===== src/timer8_pkg.sv =====
// Purpose: shared constants and types for the 8-bit compare and waveform timer
// Assumes: one clock domain, timer clock given as a one-cycle enable
// Notes:   enum order follows the waveform mode select encoding
package timer8_pkg;

    localparam int        CNT_W    = 8;
    localparam logic [7:0] BOTTOM  = 8'h00;
    localparam logic [7:0] MAX     = 8'hff;
    localparam logic [7:0] ONE     = 8'h01;
    localparam logic [7:0] CNT_RST = 8'h00;
    localparam logic [7:0] CMP_RST = 8'h00;

    // compare output mode encodings
    localparam logic [1:0] COM_OFF    = 2'h0;
    localparam logic [1:0] COM_TOGGLE = 2'h1;
    localparam logic [1:0] COM_CLEAR  = 2'h2;
    localparam logic [1:0] COM_SET    = 2'h3;

    localparam logic OC_RST   = 1'b0;
    localparam logic FLAG_RST = 1'b0;
    localparam logic DIR_UP   = 1'b0;
    localparam logic DIR_DOWN = 1'b1;

    typedef enum logic [1:0] {
        WAVE_NORMAL,
        WAVE_PHASE_PWM,
        WAVE_CTC,
        WAVE_FAST_PWM
    } wave_mode_e;

endpackage : timer8_pkg


===== src/wave_if.sv =====
// Purpose: events and settings passed from the counter to the output generator
// Assumes: all signals on the timer's single clock
// Notes:   match and bottom events are one-cycle pulses qualified by the timer clock enable; force is not
`timescale 1ns/1ps
`default_nettype none
interface wave_if;
    logic                   match_ev;
    logic                   force_ev;
    logic                   bottom_ev;
    logic                   count_up;
    timer8_pkg::wave_mode_e mode;
    logic [1:0]             com;
    logic                   oc;

    modport ctrl (
        output match_ev,
        output force_ev,
        output bottom_ev,
        output count_up,
        output mode,
        output com,
        input  oc
    );

    modport gen (
        input  match_ev,
        input  force_ev,
        input  bottom_ev,
        input  count_up,
        input  mode,
        input  com,
        output oc
    );
endinterface : wave_if
`default_nettype wire


===== src/compare_output_gen.sv =====
// Purpose: holds the compare output state and applies set, clear or toggle
// Assumes: events come from the counter on the same clock
// Notes:   the state is never reset by a mode change, only by RST_B
`timescale 1ns/1ps
`default_nettype none
module compare_output_gen (
    input wire logic clk,
    input wire logic rst_b,
    wave_if.gen      w
);
    logic oc_r;
    logic oc_nxt;

    wire non_pwm = (w.mode == timer8_pkg::WAVE_NORMAL) || (w.mode == timer8_pkg::WAVE_CTC);
    wire fast    = (w.mode == timer8_pkg::WAVE_FAST_PWM);
    wire com_tog = (w.com == timer8_pkg::COM_TOGGLE);
    wire com_clr = (w.com == timer8_pkg::COM_CLEAR);
    wire com_set = (w.com == timer8_pkg::COM_SET);

    // a forced compare acts exactly like a match, outside the pwm modes only
    wire np_ev   = w.match_ev || w.force_ev;
    // at bottom and a match in the same tick, bottom wins so a max compare holds a level
    wire fm_ev   = w.match_ev && !w.bottom_ev;

    wire act_tog = non_pwm ? (np_ev && com_tog)
                 : fast    ? (w.match_ev && com_tog)
                 :           1'b0;
    wire act_clr = non_pwm ? (np_ev && com_clr)
                 : fast    ? ((com_clr && fm_ev) || (com_set && w.bottom_ev))
                 :           (w.match_ev && ((com_clr && w.count_up) ||
                                             (com_set && !w.count_up)));
    wire act_set = non_pwm ? (np_ev && com_set)
                 : fast    ? ((com_clr && w.bottom_ev) || (com_set && fm_ev))
                 :           (w.match_ev && ((com_clr && !w.count_up) ||
                                             (com_set && w.count_up)));

    // com is read live, so a new setting governs the very next match
    assign oc_nxt = act_tog ? ~oc_r
                  : act_set ? 1'b1
                  : act_clr ? 1'b0
                  :           oc_r;

    always_ff @(posedge clk)
    begin
        if (!rst_b)
            oc_r <= timer8_pkg::OC_RST;
        else
            oc_r <= oc_nxt;
    end

    assign w.oc = oc_r;

    a_com_off_hold: assert property (@(posedge clk) disable iff (!rst_b)
        (w.com == timer8_pkg::COM_OFF) |=> $stable(oc_r))
        else $error("compare output changed with output mode off");

    a_ctc_toggle: assert property (@(posedge clk) disable iff (!rst_b)
        (w.mode == timer8_pkg::WAVE_CTC && com_tog && w.match_ev) |=> (oc_r != $past(oc_r)))
        else $error("ctc toggle mode did not toggle on match");

    a_mode_keeps_oc: assert property (@(posedge clk) disable iff (!rst_b)
        ($changed(w.mode) && !w.match_ev && !w.force_ev && !w.bottom_ev) |=> $stable(oc_r))
        else $error("compare output changed on a mode switch");

endmodule : compare_output_gen
`default_nettype wire


===== src/timer8_compare_waveform.sv =====
// Purpose: 8-bit counter, compare unit and waveform output with pin override
// Assumes: TIMER_TICK is a one-cycle timer clock enable from same-clock logic
// Notes:   PIN_OUT and PIN_OE lag the internal state by one clock
//
// Overview of operation
// - force strobe acts as a match outside pwm
// - forced compare leaves flag and counter alone
// - counter write blocks match in next tick
// - output state survives waveform mode changes
// - output mode unbuffered, applies at next match
// - nonzero output mode overrides port value on pin
// - output mode zero takes no action at matches
// - normal mode counts up, wraps max to zero
// - normal overflow flag set as counter hits zero
// - ctc mode clears counter on compare match
// - ctc compare writes immediate, may miss match
// - ctc toggle mode flips output every match
// - ctc overflow flag set passing max to zero
// - fast pwm counts bottom to max, then clears
// - fast pwm clear on match, set at bottom
// - fast pwm overflow flag set at max
// - fast pwm extreme compare values give spike/level
// - fast pwm toggle mode, compare stays buffered
// - compare buffered in pwm, direct otherwise
// - compare match sets flag on the next clock
// - mode one is dual slope phase correct pwm
`timescale 1ns/1ps
`default_nettype none
module timer8_compare_waveform (
    input  wire logic       CLK,
    input  wire logic       RST_B,
    input  wire logic       TIMER_TICK,
    input  wire logic       COUNTER_WRITE,
    input  wire logic [7:0] COUNTER_WDATA,
    input  wire logic       COMPARE_WRITE,
    input  wire logic [7:0] COMPARE_WDATA,
    input  wire logic [1:0] WAVEFORM_MODE_SELECT,
    input  wire logic [1:0] COMPARE_OUTPUT_MODE,
    input  wire logic       FORCE_COMPARE_STROBE,
    input  wire logic       COMPARE_MATCH_FLAG_CLR,
    input  wire logic       OVERFLOW_FLAG_CLR,
    input  wire logic       PORT_OUTPUT_VALUE,
    input  wire logic       OUTPUT_PIN_DIRECTION_BIT,
    output logic      [7:0] COUNTER_VALUE,
    output logic      [7:0] COMPARE_VALUE,
    output logic            COMPARE_MATCH_FLAG,
    output logic            OVERFLOW_FLAG,
    output logic            FORCE_COMPARE_STROBE_RD,
    output logic            COMPARE_OUTPUT,
    output logic            PIN_OUT,
    output logic            PIN_OE
);
    logic [7:0] cnt_r;
    logic [7:0] cnt_nxt;
    logic [7:0] cmp_buf_r;
    logic [7:0] cmp_buf_nxt;
    logic [7:0] cmp_act_r;
    logic [7:0] cmp_act_nxt;
    logic       dir_r;
    logic       dir_nxt;
    logic       block_r;
    logic       block_nxt;
    logic       cmf_r;
    logic       cmf_nxt;
    logic       ovf_r;
    logic       ovf_nxt;
    logic       pin_out_r;
    logic       pin_oe_r;
    logic       force_rd_r;

    timer8_pkg::wave_mode_e mode;

    wave_if w ();

    assign mode = timer8_pkg::wave_mode_e'(WAVEFORM_MODE_SELECT);

    // mode decode
    wire m_normal = (mode == timer8_pkg::WAVE_NORMAL);
    wire m_phase  = (mode == timer8_pkg::WAVE_PHASE_PWM);
    wire m_ctc    = (mode == timer8_pkg::WAVE_CTC);
    wire m_fast   = (mode == timer8_pkg::WAVE_FAST_PWM);
    wire is_pwm   = m_phase || m_fast;

    // counter state decode
    wire at_max   = (cnt_r == timer8_pkg::MAX);
    wire at_bot   = (cnt_r == timer8_pkg::BOTTOM);
    wire cmp_eq   = (cnt_r == cmp_act_r);

    // a write leaves block_r set until the next tick has passed, even if ticks are stopped
    wire match_ev  = TIMER_TICK && cmp_eq && !block_r;
    wire bottom_ev = TIMER_TICK && m_fast && at_max && !COUNTER_WRITE;
    wire force_ev  = FORCE_COMPARE_STROBE && !is_pwm;

    // ctc clears on the match; a compare set below the count is only met after wrapping
    wire ctc_clear = m_ctc && match_ev;

    // dual slope: turn down at max, turn up at bottom
    wire step_down = m_phase && (dir_r == timer8_pkg::DIR_DOWN ? !at_bot : at_max);
    wire [7:0] cnt_inc  = cnt_r + timer8_pkg::ONE;
    wire [7:0] cnt_dec  = cnt_r - timer8_pkg::ONE;
    wire [7:0] cnt_step = ctc_clear ? timer8_pkg::BOTTOM
                        : step_down ? cnt_dec
                        :             cnt_inc;

    // cpu write beats any count or clear
    assign cnt_nxt = COUNTER_WRITE ? COUNTER_WDATA
                   : TIMER_TICK    ? cnt_step
                   :                 cnt_r;

    assign dir_nxt = !m_phase               ? timer8_pkg::DIR_UP
                   : !TIMER_TICK            ? dir_r
                   : (at_max && !at_bot)    ? timer8_pkg::DIR_DOWN
                   : at_bot                 ? timer8_pkg::DIR_UP
                   :                          dir_r;

    assign block_nxt = COUNTER_WRITE ? 1'b1
                     : TIMER_TICK    ? 1'b0
                     :                 block_r;

    // compare value: buffered in pwm modes, direct in normal and ctc
    wire phase_load = TIMER_TICK && m_phase && at_max && (dir_r == timer8_pkg::DIR_UP);
    wire buf_load   = phase_load || bottom_ev;
    assign cmp_buf_nxt = COMPARE_WRITE ? COMPARE_WDATA : cmp_buf_r;
    assign cmp_act_nxt = !is_pwm  ? cmp_buf_nxt
                       : buf_load ? cmp_buf_r
                       :            cmp_act_r;

    // overflow: max to zero in normal and ctc, leaving max in fast pwm, bottom in phase pwm
    wire ovf_wrap  = TIMER_TICK && !COUNTER_WRITE && at_max && (m_normal || m_ctc);
    wire ovf_fast  = TIMER_TICK && m_fast && at_max;
    wire ovf_phase = TIMER_TICK && m_phase && at_bot && (dir_r == timer8_pkg::DIR_DOWN);
    wire ovf_set   = ovf_wrap || ovf_fast || ovf_phase;

    // hardware set wins over a clear in the same cycle; a forced compare never sets it
    assign cmf_nxt = match_ev || (cmf_r && !COMPARE_MATCH_FLAG_CLR);
    assign ovf_nxt = ovf_set  || (ovf_r && !OVERFLOW_FLAG_CLR);

    // any nonzero output mode takes the pin from the port, in every waveform mode
    wire pin_sel = (COMPARE_OUTPUT_MODE != timer8_pkg::COM_OFF) ? w.oc : PORT_OUTPUT_VALUE;

    assign w.match_ev  = match_ev;
    assign w.force_ev  = force_ev;
    assign w.bottom_ev = bottom_ev;
    assign w.count_up  = (dir_r == timer8_pkg::DIR_UP);
    assign w.mode      = mode;
    assign w.com       = COMPARE_OUTPUT_MODE;

    compare_output_gen u_gen (
        .clk   (CLK),
        .rst_b (RST_B),
        .w     (w)
    );

    always_ff @(posedge CLK)
    begin
        if (!RST_B)
        begin
            cnt_r     <= timer8_pkg::CNT_RST;
            cmp_buf_r <= timer8_pkg::CMP_RST;
            cmp_act_r <= timer8_pkg::CMP_RST;
            dir_r     <= timer8_pkg::DIR_UP;
            block_r   <= 1'b0;
        end
        else
        begin
            cnt_r     <= cnt_nxt;
            cmp_buf_r <= cmp_buf_nxt;
            cmp_act_r <= cmp_act_nxt;
            dir_r     <= dir_nxt;
            block_r   <= block_nxt;
        end
    end

    always_ff @(posedge CLK)
    begin
        if (!RST_B)
        begin
            cmf_r      <= timer8_pkg::FLAG_RST;
            ovf_r      <= timer8_pkg::FLAG_RST;
            pin_out_r  <= 1'b0;
            pin_oe_r   <= 1'b0;
            force_rd_r <= 1'b0;
        end
        else
        begin
            cmf_r      <= cmf_nxt;
            ovf_r      <= ovf_nxt;
            pin_out_r  <= pin_sel;
            pin_oe_r   <= OUTPUT_PIN_DIRECTION_BIT;
            // the strobe is write-only and never holds a one
            force_rd_r <= 1'b0;
        end
    end

    assign COUNTER_VALUE           = cnt_r;
    assign COMPARE_VALUE           = cmp_buf_r;
    assign COMPARE_MATCH_FLAG      = cmf_r;
    assign OVERFLOW_FLAG           = ovf_r;
    assign FORCE_COMPARE_STROBE_RD = force_rd_r;
    assign COMPARE_OUTPUT          = w.oc;
    assign PIN_OUT                 = pin_out_r;
    assign PIN_OE                  = pin_oe_r;

    // software obligations on counter writes and pin setup are not checked here
    a_write_blocks: assert property (@(posedge CLK) disable iff (!RST_B)
        (COUNTER_WRITE ##1 (TIMER_TICK && !COUNTER_WRITE)) |-> !match_ev)
        else $error("match not blocked after counter write");

    a_force_pure: assert property (@(posedge CLK) disable iff (!RST_B)
        (force_ev && !TIMER_TICK && !COUNTER_WRITE && !cmf_r) |=>
        ($stable(cnt_r) && !cmf_r))
        else $error("forced compare touched counter or match flag");

    a_normal_wrap: assert property (@(posedge CLK) disable iff (!RST_B)
        (TIMER_TICK && m_normal && at_max && !COUNTER_WRITE) |=>
        (COUNTER_VALUE == timer8_pkg::BOTTOM && OVERFLOW_FLAG))
        else $error("normal mode did not wrap with overflow");

    a_ctc_clear: assert property (@(posedge CLK) disable iff (!RST_B)
        (m_ctc && match_ev && !COUNTER_WRITE) |=> (COUNTER_VALUE == timer8_pkg::BOTTOM))
        else $error("ctc mode did not clear counter on match");

    a_fast_restart: assert property (@(posedge CLK) disable iff (!RST_B)
        (TIMER_TICK && m_fast && at_max && !COUNTER_WRITE) |=>
        (COUNTER_VALUE == timer8_pkg::BOTTOM && OVERFLOW_FLAG))
        else $error("fast pwm did not restart from bottom");

    a_ovf_sticky: assert property (@(posedge CLK) disable iff (!RST_B)
        (OVERFLOW_FLAG && !OVERFLOW_FLAG_CLR) |=> OVERFLOW_FLAG)
        else $error("overflow flag dropped without a clear");

    a_match_flag: assert property (@(posedge CLK) disable iff (!RST_B)
        (TIMER_TICK && cmp_eq && !block_r) |=> COMPARE_MATCH_FLAG)
        else $error("compare match flag not set after match");

    a_pin_override: assert property (@(posedge CLK) disable iff (!RST_B)
        (COMPARE_OUTPUT_MODE != timer8_pkg::COM_OFF) |=>
        (PIN_OUT == $past(w.oc) && PIN_OE == $past(OUTPUT_PIN_DIRECTION_BIT)))
        else $error("pin not driven from compare output");

    a_direct_compare: assert property (@(posedge CLK) disable iff (!RST_B)
        (!is_pwm && COMPARE_WRITE) |=> (cmp_act_r == $past(COMPARE_WDATA)))
        else $error("compare write not direct in non-pwm mode");

    a_pwm_no_force: assert property (@(posedge CLK) disable iff (!RST_B)
        (is_pwm && FORCE_COMPARE_STROBE && !match_ev && !bottom_ev) |=>
        ($stable(w.oc) && !FORCE_COMPARE_STROBE_RD))
        else $error("force strobe acted in a pwm mode");

    a_ctc_overflow: assert property (@(posedge CLK) disable iff (!RST_B)
        (TIMER_TICK && m_ctc && at_max && !COUNTER_WRITE) |=> OVERFLOW_FLAG)
        else $error("ctc mode missed overflow at max");

    a_fast_overflow: assert property (@(posedge CLK) disable iff (!RST_B)
        (TIMER_TICK && m_fast && at_max) |=> OVERFLOW_FLAG)
        else $error("fast pwm missed overflow at max");

    a_write_wins: assert property (@(posedge CLK) disable iff (!RST_B)
        COUNTER_WRITE |=> (COUNTER_VALUE == $past(COUNTER_WDATA)))
        else $error("counter write lost to a count or clear");

    a_normal_count: assert property (@(posedge CLK) disable iff (!RST_B)
        (TIMER_TICK && m_normal && !COUNTER_WRITE) |=>
        (COUNTER_VALUE == 8'($past(cnt_r) + timer8_pkg::ONE)))
        else $error("normal mode did not step up by one");

    a_ctc_run_on: assert property (@(posedge CLK) disable iff (!RST_B)
        (TIMER_TICK && m_ctc && !match_ev && !COUNTER_WRITE) |=>
        (COUNTER_VALUE == 8'($past(cnt_r) + timer8_pkg::ONE)))
        else $error("ctc mode cleared without a match");

    a_flag_sticky: assert property (@(posedge CLK) disable iff (!RST_B)
        (COMPARE_MATCH_FLAG && !COMPARE_MATCH_FLAG_CLR) |=> COMPARE_MATCH_FLAG)
        else $error("match flag dropped without a clear");

    a_flag_set_wins: assert property (@(posedge CLK) disable iff (!RST_B)
        (ovf_set && OVERFLOW_FLAG_CLR) |=> OVERFLOW_FLAG)
        else $error("overflow clear beat a set in the same cycle");

    a_pwm_buffered: assert property (@(posedge CLK) disable iff (!RST_B)
        (is_pwm && !buf_load) |=> $stable(cmp_act_r))
        else $error("active compare moved outside top or bottom");

    a_fast_bottom_set: assert property (@(posedge CLK) disable iff (!RST_B)
        (bottom_ev && COMPARE_OUTPUT_MODE == timer8_pkg::COM_CLEAR) |=> w.oc)
        else $error("non-inverting pwm not set at bottom");

    a_fast_bottom_clr: assert property (@(posedge CLK) disable iff (!RST_B)
        (bottom_ev && COMPARE_OUTPUT_MODE == timer8_pkg::COM_SET) |=> !w.oc)
        else $error("inverting pwm not cleared at bottom");

    a_fast_match_clr: assert property (@(posedge CLK) disable iff (!RST_B)
        (m_fast && match_ev && !bottom_ev && COMPARE_OUTPUT_MODE == timer8_pkg::COM_CLEAR)
        |=> !w.oc)
        else $error("non-inverting pwm not cleared on match");

    a_phase_turn: assert property (@(posedge CLK) disable iff (!RST_B)
        (TIMER_TICK && m_phase && at_max && !COUNTER_WRITE) |=>
        (COUNTER_VALUE == 8'(timer8_pkg::MAX - timer8_pkg::ONE)))
        else $error("phase pwm did not turn down at max");

    a_pin_port: assert property (@(posedge CLK) disable iff (!RST_B)
        (COMPARE_OUTPUT_MODE == timer8_pkg::COM_OFF) |=> (PIN_OUT == $past(PORT_OUTPUT_VALUE)))
        else $error("pin not driven from port value with output mode off");

    a_force_toggles: assert property (@(posedge CLK) disable iff (!RST_B)
        (force_ev && !match_ev && COMPARE_OUTPUT_MODE == timer8_pkg::COM_TOGGLE) |=>
        (w.oc != $past(w.oc)))
        else $error("forced compare did not toggle the output");

endmodule : timer8_compare_waveform
`default_nettype wire


===== config.mk =====
export PLATFORM = sky130hd
export DESIGN_NAME = timer8_compare_waveform
export DESIGN_NICKNAME = d
export VERILOG_FILES = /design/src/timer8_pkg.sv /design/src/wave_if.sv /design/src/compare_output_gen.sv /design/src/timer8_compare_waveform.sv
export SDC_FILE = /design/constraint.sdc
export NUM_CORES = 1
export LEC_CHECK = 0
export BUFFER_PORTS_ARGS = -buffer_cell sky130_fd_sc_hd__buf_2
export CAP_MARGIN = 20
export CORE_MARGIN = 8
export CORE_UTILIZATION = 47
export DETAILED_ROUTE_END_ITERATION = 8
export PLACE_DENSITY = 0.76
export SYNTH_ARGS = -nofsm -noshare
export SYNTH_HDL_FRONTEND = slang
export SYNTH_SLANG_ARGS = --single-unit

===== constraint.sdc =====
create_clock -name CLK -period 2.3 [get_ports CLK]
set_input_delay 0.115 -clock CLK [delete_from_list [all_inputs] [get_ports CLK]]
set_output_delay 0.115 -clock CLK [all_outputs]
set_load 0.01 [all_outputs]

# Word-level counts from Yosys, hierarchy flattened
# Index checks and enable logic that the tools add are counted.
# op_classes
addsub,2
multipliers,0
div_mod_pow,0
magnitude_cmp,0
eq_ne,9
shifts,0
muxes,22
n_bitwise,2
n_reduce_logical,61
# op_table
cell,n
2-to-1 mux 8 bit,7
logical AND 1 bit,34
2-to-1 mux 1 bit,15
logical OR 1 bit,12
adder 8 x 1 -> 8 bit (second input constant),1
equality test 2 bit (second input constant),4
equality test 8 bit,1
equality test 8 bit (second input constant),1
zero test 8 bit,1
subtractor 8 x 1 -> 8 bit (second input constant),1
zero test 1 bit,7
nonzero test 2 bit,3
equality test 2 x 1 -> 1 bit (second input constant),2
AND reduction 2 bit,2
nonzero test 3 bit,1
zero test 2 bit,1
inequality test 2 x 1 -> 1 bit (second input constant),1
inverter 1 bit,2
# totals
regBits,31
latchBits,0
mem_bits_rw,0
mem_bits_ro,0
mem_count,0

# Depth between registers and ports, before layout
# depth
word_depth,13
mapped_depth,10
ltp_nobuf,10

# By module
# Synthesis repeated with hierarchy kept, for this count alone.
# unflattened
hier_cells,238
hier_area_um2,2009.4
# by_module_without_submodules
mod,n_inst,cells_per_inst,area_per_inst_um2
timer8_compare_waveform,1,211,1811.7
compare_output_gen,1,27,197.7

# Least setup slack after synthesis
# No wires, ideal clock.
# synth_timing
path_kind,flip-flop to flip-flop
from,reg cnt_r[1] (netlist: COUNTER_VALUE[1])
to,reg cnt_r[7] (netlist: COUNTER_VALUE[7])
setup_time_ns,0.117
arrival_time_ns,2.446
slack_ns,-0.263
stages_incl_launch_ff,11
n_path_buf,0
path_cell_list,dfxtp_1 nand4_1 nor2_1 a22o_1 ha_1 a21oi_1 o21ai_0 a2111oi_0 nor3_1 xnor2_1 a22o_1
# synth_via
elab_chain_len,8
elab_cells_between_ends,15
# synth_rtl
element,line_no,rtl
start: declaration,timer8_compare_waveform.sv:53,logic [7:0] cnt_r;
start signal: assignment,timer8_compare_waveform.sv:158,cnt_r <= timer8_pkg::CNT_RST;
start signal: assignment,timer8_compare_waveform.sv:166,cnt_r <= cnt_nxt;
"parallel branches: the longest is 5 deep, another holds adder 8 x 1 -> 8 bit",--,
2-to-1 mux 8 bit (*),timer8_compare_waveform.sv:101,wire [7:0] cnt_step = ctc_clear ? timer8_pkg::BOTTOM
2-to-1 mux 8 bit (*),timer8_compare_waveform.sv:107,: TIMER_TICK ? cnt_step
2-to-1 mux 8 bit (*),timer8_compare_waveform.sv:106,assign cnt_nxt = COUNTER_WRITE ? COUNTER_WDATA
# Every way passes the cells marked *. The select of a mux whose other input is x is not followed.
# A chain may end at the register's enable or synchronous reset.

# Final worst setup path
# layout_timing
from,reg cnt_r[5] (netlist: COUNTER_VALUE[5])
to,reg cnt_r[7] (netlist: COUNTER_VALUE[7])
# Same word-level chain as after synthesis.

==> metrics.yaml <==
dp_hpwl_um: 3760
cp.depth: 10
r2r_cells: 10
avgRoutedWirePerCell_um: 15.3
avgSynthCellArea_um2: 8.40
path_delay_family: "compound AO/OA/AOI/OAI gates"
grt_pass1_vias: 1884
root_buffer: "clkbuf_8"
antenna_found_initial: 0
worst_slack_ns: -0.0559
core_area_mm2: 0.00369
power_per_cell_area_mw_per_mm2: 511
drtIter0Drc: 110
drt_first_pass_iters: 5
slew_headroom_pct: 60.0
final_cell_mix: "buf_2, buf_4, nor2_1, dfxtp_1, mux2i_1"
vias: 1907
stdcell_count: 348
crit_slowest_cell: "a2111oi_4"
outcome: "complete, but fails checks"
grt_max_degree: 29
crit_path_end_kind: "flop"
power_mw: 1.35
path_max_fanout: 6
finalCritPeriodShare_pct: 102
min_from: "OUTPUT_PIN_DIRECTION_BIT"
routed_wl_um: 5330
skew_ns: 0.00702
cp_num_buf_inv: 0
violations: "setup timing"
cp.arrival_ns: 2.54
die_h_um: 78.3
htreeDepth: 2
holdWs_ns: 0.0281
die-area_mm2: 0.00613
cp.required_ns: 2.48
crit_path_end: "COUNTER_VALUE[7]$_SDFFE_PN0P_"
max-vdd-ir-drop_uv: 440
num-nets-final: 336
critPathMaxStageDelay_ns: 0.37
rrSetupSlack_ns: -0.06
max_freq_mhz: 424
yosysTopAreaCellShare_pct: 34.0
dp.cells: 337
yosys_register_bits: 31
cts_buffers: 5
overflow: 0
syn_inst: 217
synthesis.nets: 254
drive_above_1_share_pct: 42.7
die_w_um: 78.3
hp-class: "input port to flop"
final_antenna_net_count: 0
placed_area_mm2: 0.00242
critPathLaunch: "COUNTER_VALUE[5]$_SDFFE_PN0P_"
final-hold-violation-count: 0
synth_top_area_cell: "dfxtp_1"
drv_slew: 0
startpoint_type: "flop"
synthFlopType: "dfxtp_1"
area_growth_syn_to_layout_pct: 45.1
cts_tree: "done"
synthTopCellsByArea: "dfxtp_1, mux2i_1, nor2_1"
async_flop_share_pct: 0
clk_path_buf_depth: 2
row_count: 22
drc: 0
clk_pin_slew_ns: 0.07
ys_seq_area_share_pct: 34.0
via_per_inst: 5.48
netlist_area_mm2: 0.00182
leakage_nw: 1.17
grt_pass1_wl_um: 8710
crit_chain: "nor4_4 -> nand2_1 -> a22o_4 -> ha_4 -> a21oi_4 -> o21ai_4 -> a2111oi_4 -> nor3_2 -> xnor2_1 -> a22o_1"
synth_warnings: 0
initial_core_util_pct: 49.4
portBuffers: 50
utilization_pct: 71.7
design_area_mm2: 0.00265
gp_congestion: 0.876
worstMarginPinSlew_ns: 0.599
grt_setup_unrepaired: "true"
period_needed_ns: 2.36
cap_violations: 0
clk_latency_ns: 0.29
grtUsageTotal_pct: 17.5
r2r-end: "COUNTER_VALUE[7]$_SDFFE_PN0P_"
ys_types: 42
io_pins: 52
r2r-start: "COUNTER_VALUE[5]$_SDFFE_PN0P_"
antenna_cells: 0
path_class: "flop to flop"
synth_edf_count: 0
layout.cells.most_common: "buf_2"
finalSetupViolations: 3
cts.sinks: 31
## cells in the mapped netlist, types with 2 or more instances
library cell	number
nand4_1	3
o21ai_0	8
mux2i_1	16
nor3b_1	6
buf_2	3
ha_1	6
nand4b_1	2
buf_1	2
nand2_1	11
a211oi_1	8
nor2_1	33
clkbuf_1	5
xnor2_1	13
a221oi_1	8
nor4_1	3
a21o_1	2
o21bai_1	2
xor2_1	3
a22o_1	2
a21oi_1	11
inv_2	2
inv_1	8
nor3_1	6
nand3_1	5
dfxtp_1	31
and2_1	2
## worst reg2reg max path: stages, from the launching register on
cell and delay (ns):
dfxtp_4 0.36, nor4_4 0.28, nand2_1 0.09, a22o_4 0.29
ha_4 0.24, a21oi_4 0.16, o21ai_4 0.08, a2111oi_4 0.37
nor3_2 0.08, xnor2_1 0.12, a22o_1 0.17
## sequential cells by signal (all words and copies together) (netlist names)
register / cells
block_r: 1
dir_r: 1
OVERFLOW_FLAG: 1
COUNTER_VALUE: 8
PIN_OUT: 1
u_gen.w.oc: 1
PIN_OE: 1
cmp_act_r: 8
COMPARE_VALUE: 8
COMPARE_MATCH_FLAG: 1
## report_power, final
part / internal [mW] / total (mW) / switching (mW)
combinational: 0.152 / 0.309 / 0.157
sequential: 0.570 / 0.599 / 0.0293
clock: 0.241 / 0.443 / 0.203
## logic make-up after synthesis
family / count (synthesis) / synth area share (%)
compound gates: 47 / 17.9
xor+xnor: 16 / 7.69
fa+ha+maj: 7 / 5.22
buf+inv: 22 / 5.01
flops: 31 / 34.0
mux: 16 / 8.78
other cells: 1 / 0.206
simple gates: 77 / 21.1
## through the flow
stage	setup TNS, ns	setup slack [ns]
2_1_floorplan	-0.00949	-0.00949
3_3_place_gp	-0.100	-0.0704
3_5_place_dp	-0.297	-0.130
4_1_cts	-0.0183	-0.0107
5_1_grt	-0.641	-0.198
6_report	-0.114	-0.0559
## final cells by class
cell class              count  area [um^2]
well taps                  48         60.1
clock inverters             1         5.00
inverters                  10         37.5
fillers                   294         1040
clock buffers               7         86.3
repair buffers             87          532
flip-flops and latches     31          636
multi-input cells         164         1290
## per-layer routing
| layer | wire length [um] | share of wire, % | vias to the layer above | global-route usage [%] |
|---|---|---|---|---|
| met4 | 106 | 2.0 | 0 | 7.04 |
| met5 | 0 | 0 | - | 0 |
| met1 | 2350 | 44 | 904 | 19.5 |
| met2 | 2590 | 48 | 49 | 29.7 |
| li1 | - | - | 942 | - |
| met3 | 292 | 5.5 | 12 | 6.15 |
## worst min-delay path by stage
stage | endpoint | slack (ns) | cells after the start
after floorplan | PIN_OE$_SDFF_PN0_ | 0.24 | 1
after global placement | PIN_OE$_SDFF_PN0_ | 0.32 | 2
after detailed placement | PIN_OE$_SDFF_PN0_ | 0.33 | 2
after CTS | PIN_OE$_SDFF_PN0_ | 0.03 | 2
after global routing | PIN_OE$_SDFF_PN0_ | 0.02 | 2
final | PIN_OE$_SDFF_PN0_ | 0.03 | 2
## what timing repair did
action	in CTS	in global routing
cloned	0	0
hold buffers	0	0
gates resized for setup	7	12
setup buffers	4	0
endpoints found under the setup margin	3	6
pin swaps	7	10
No activity file was read; power rests on OpenSTA's default activity.
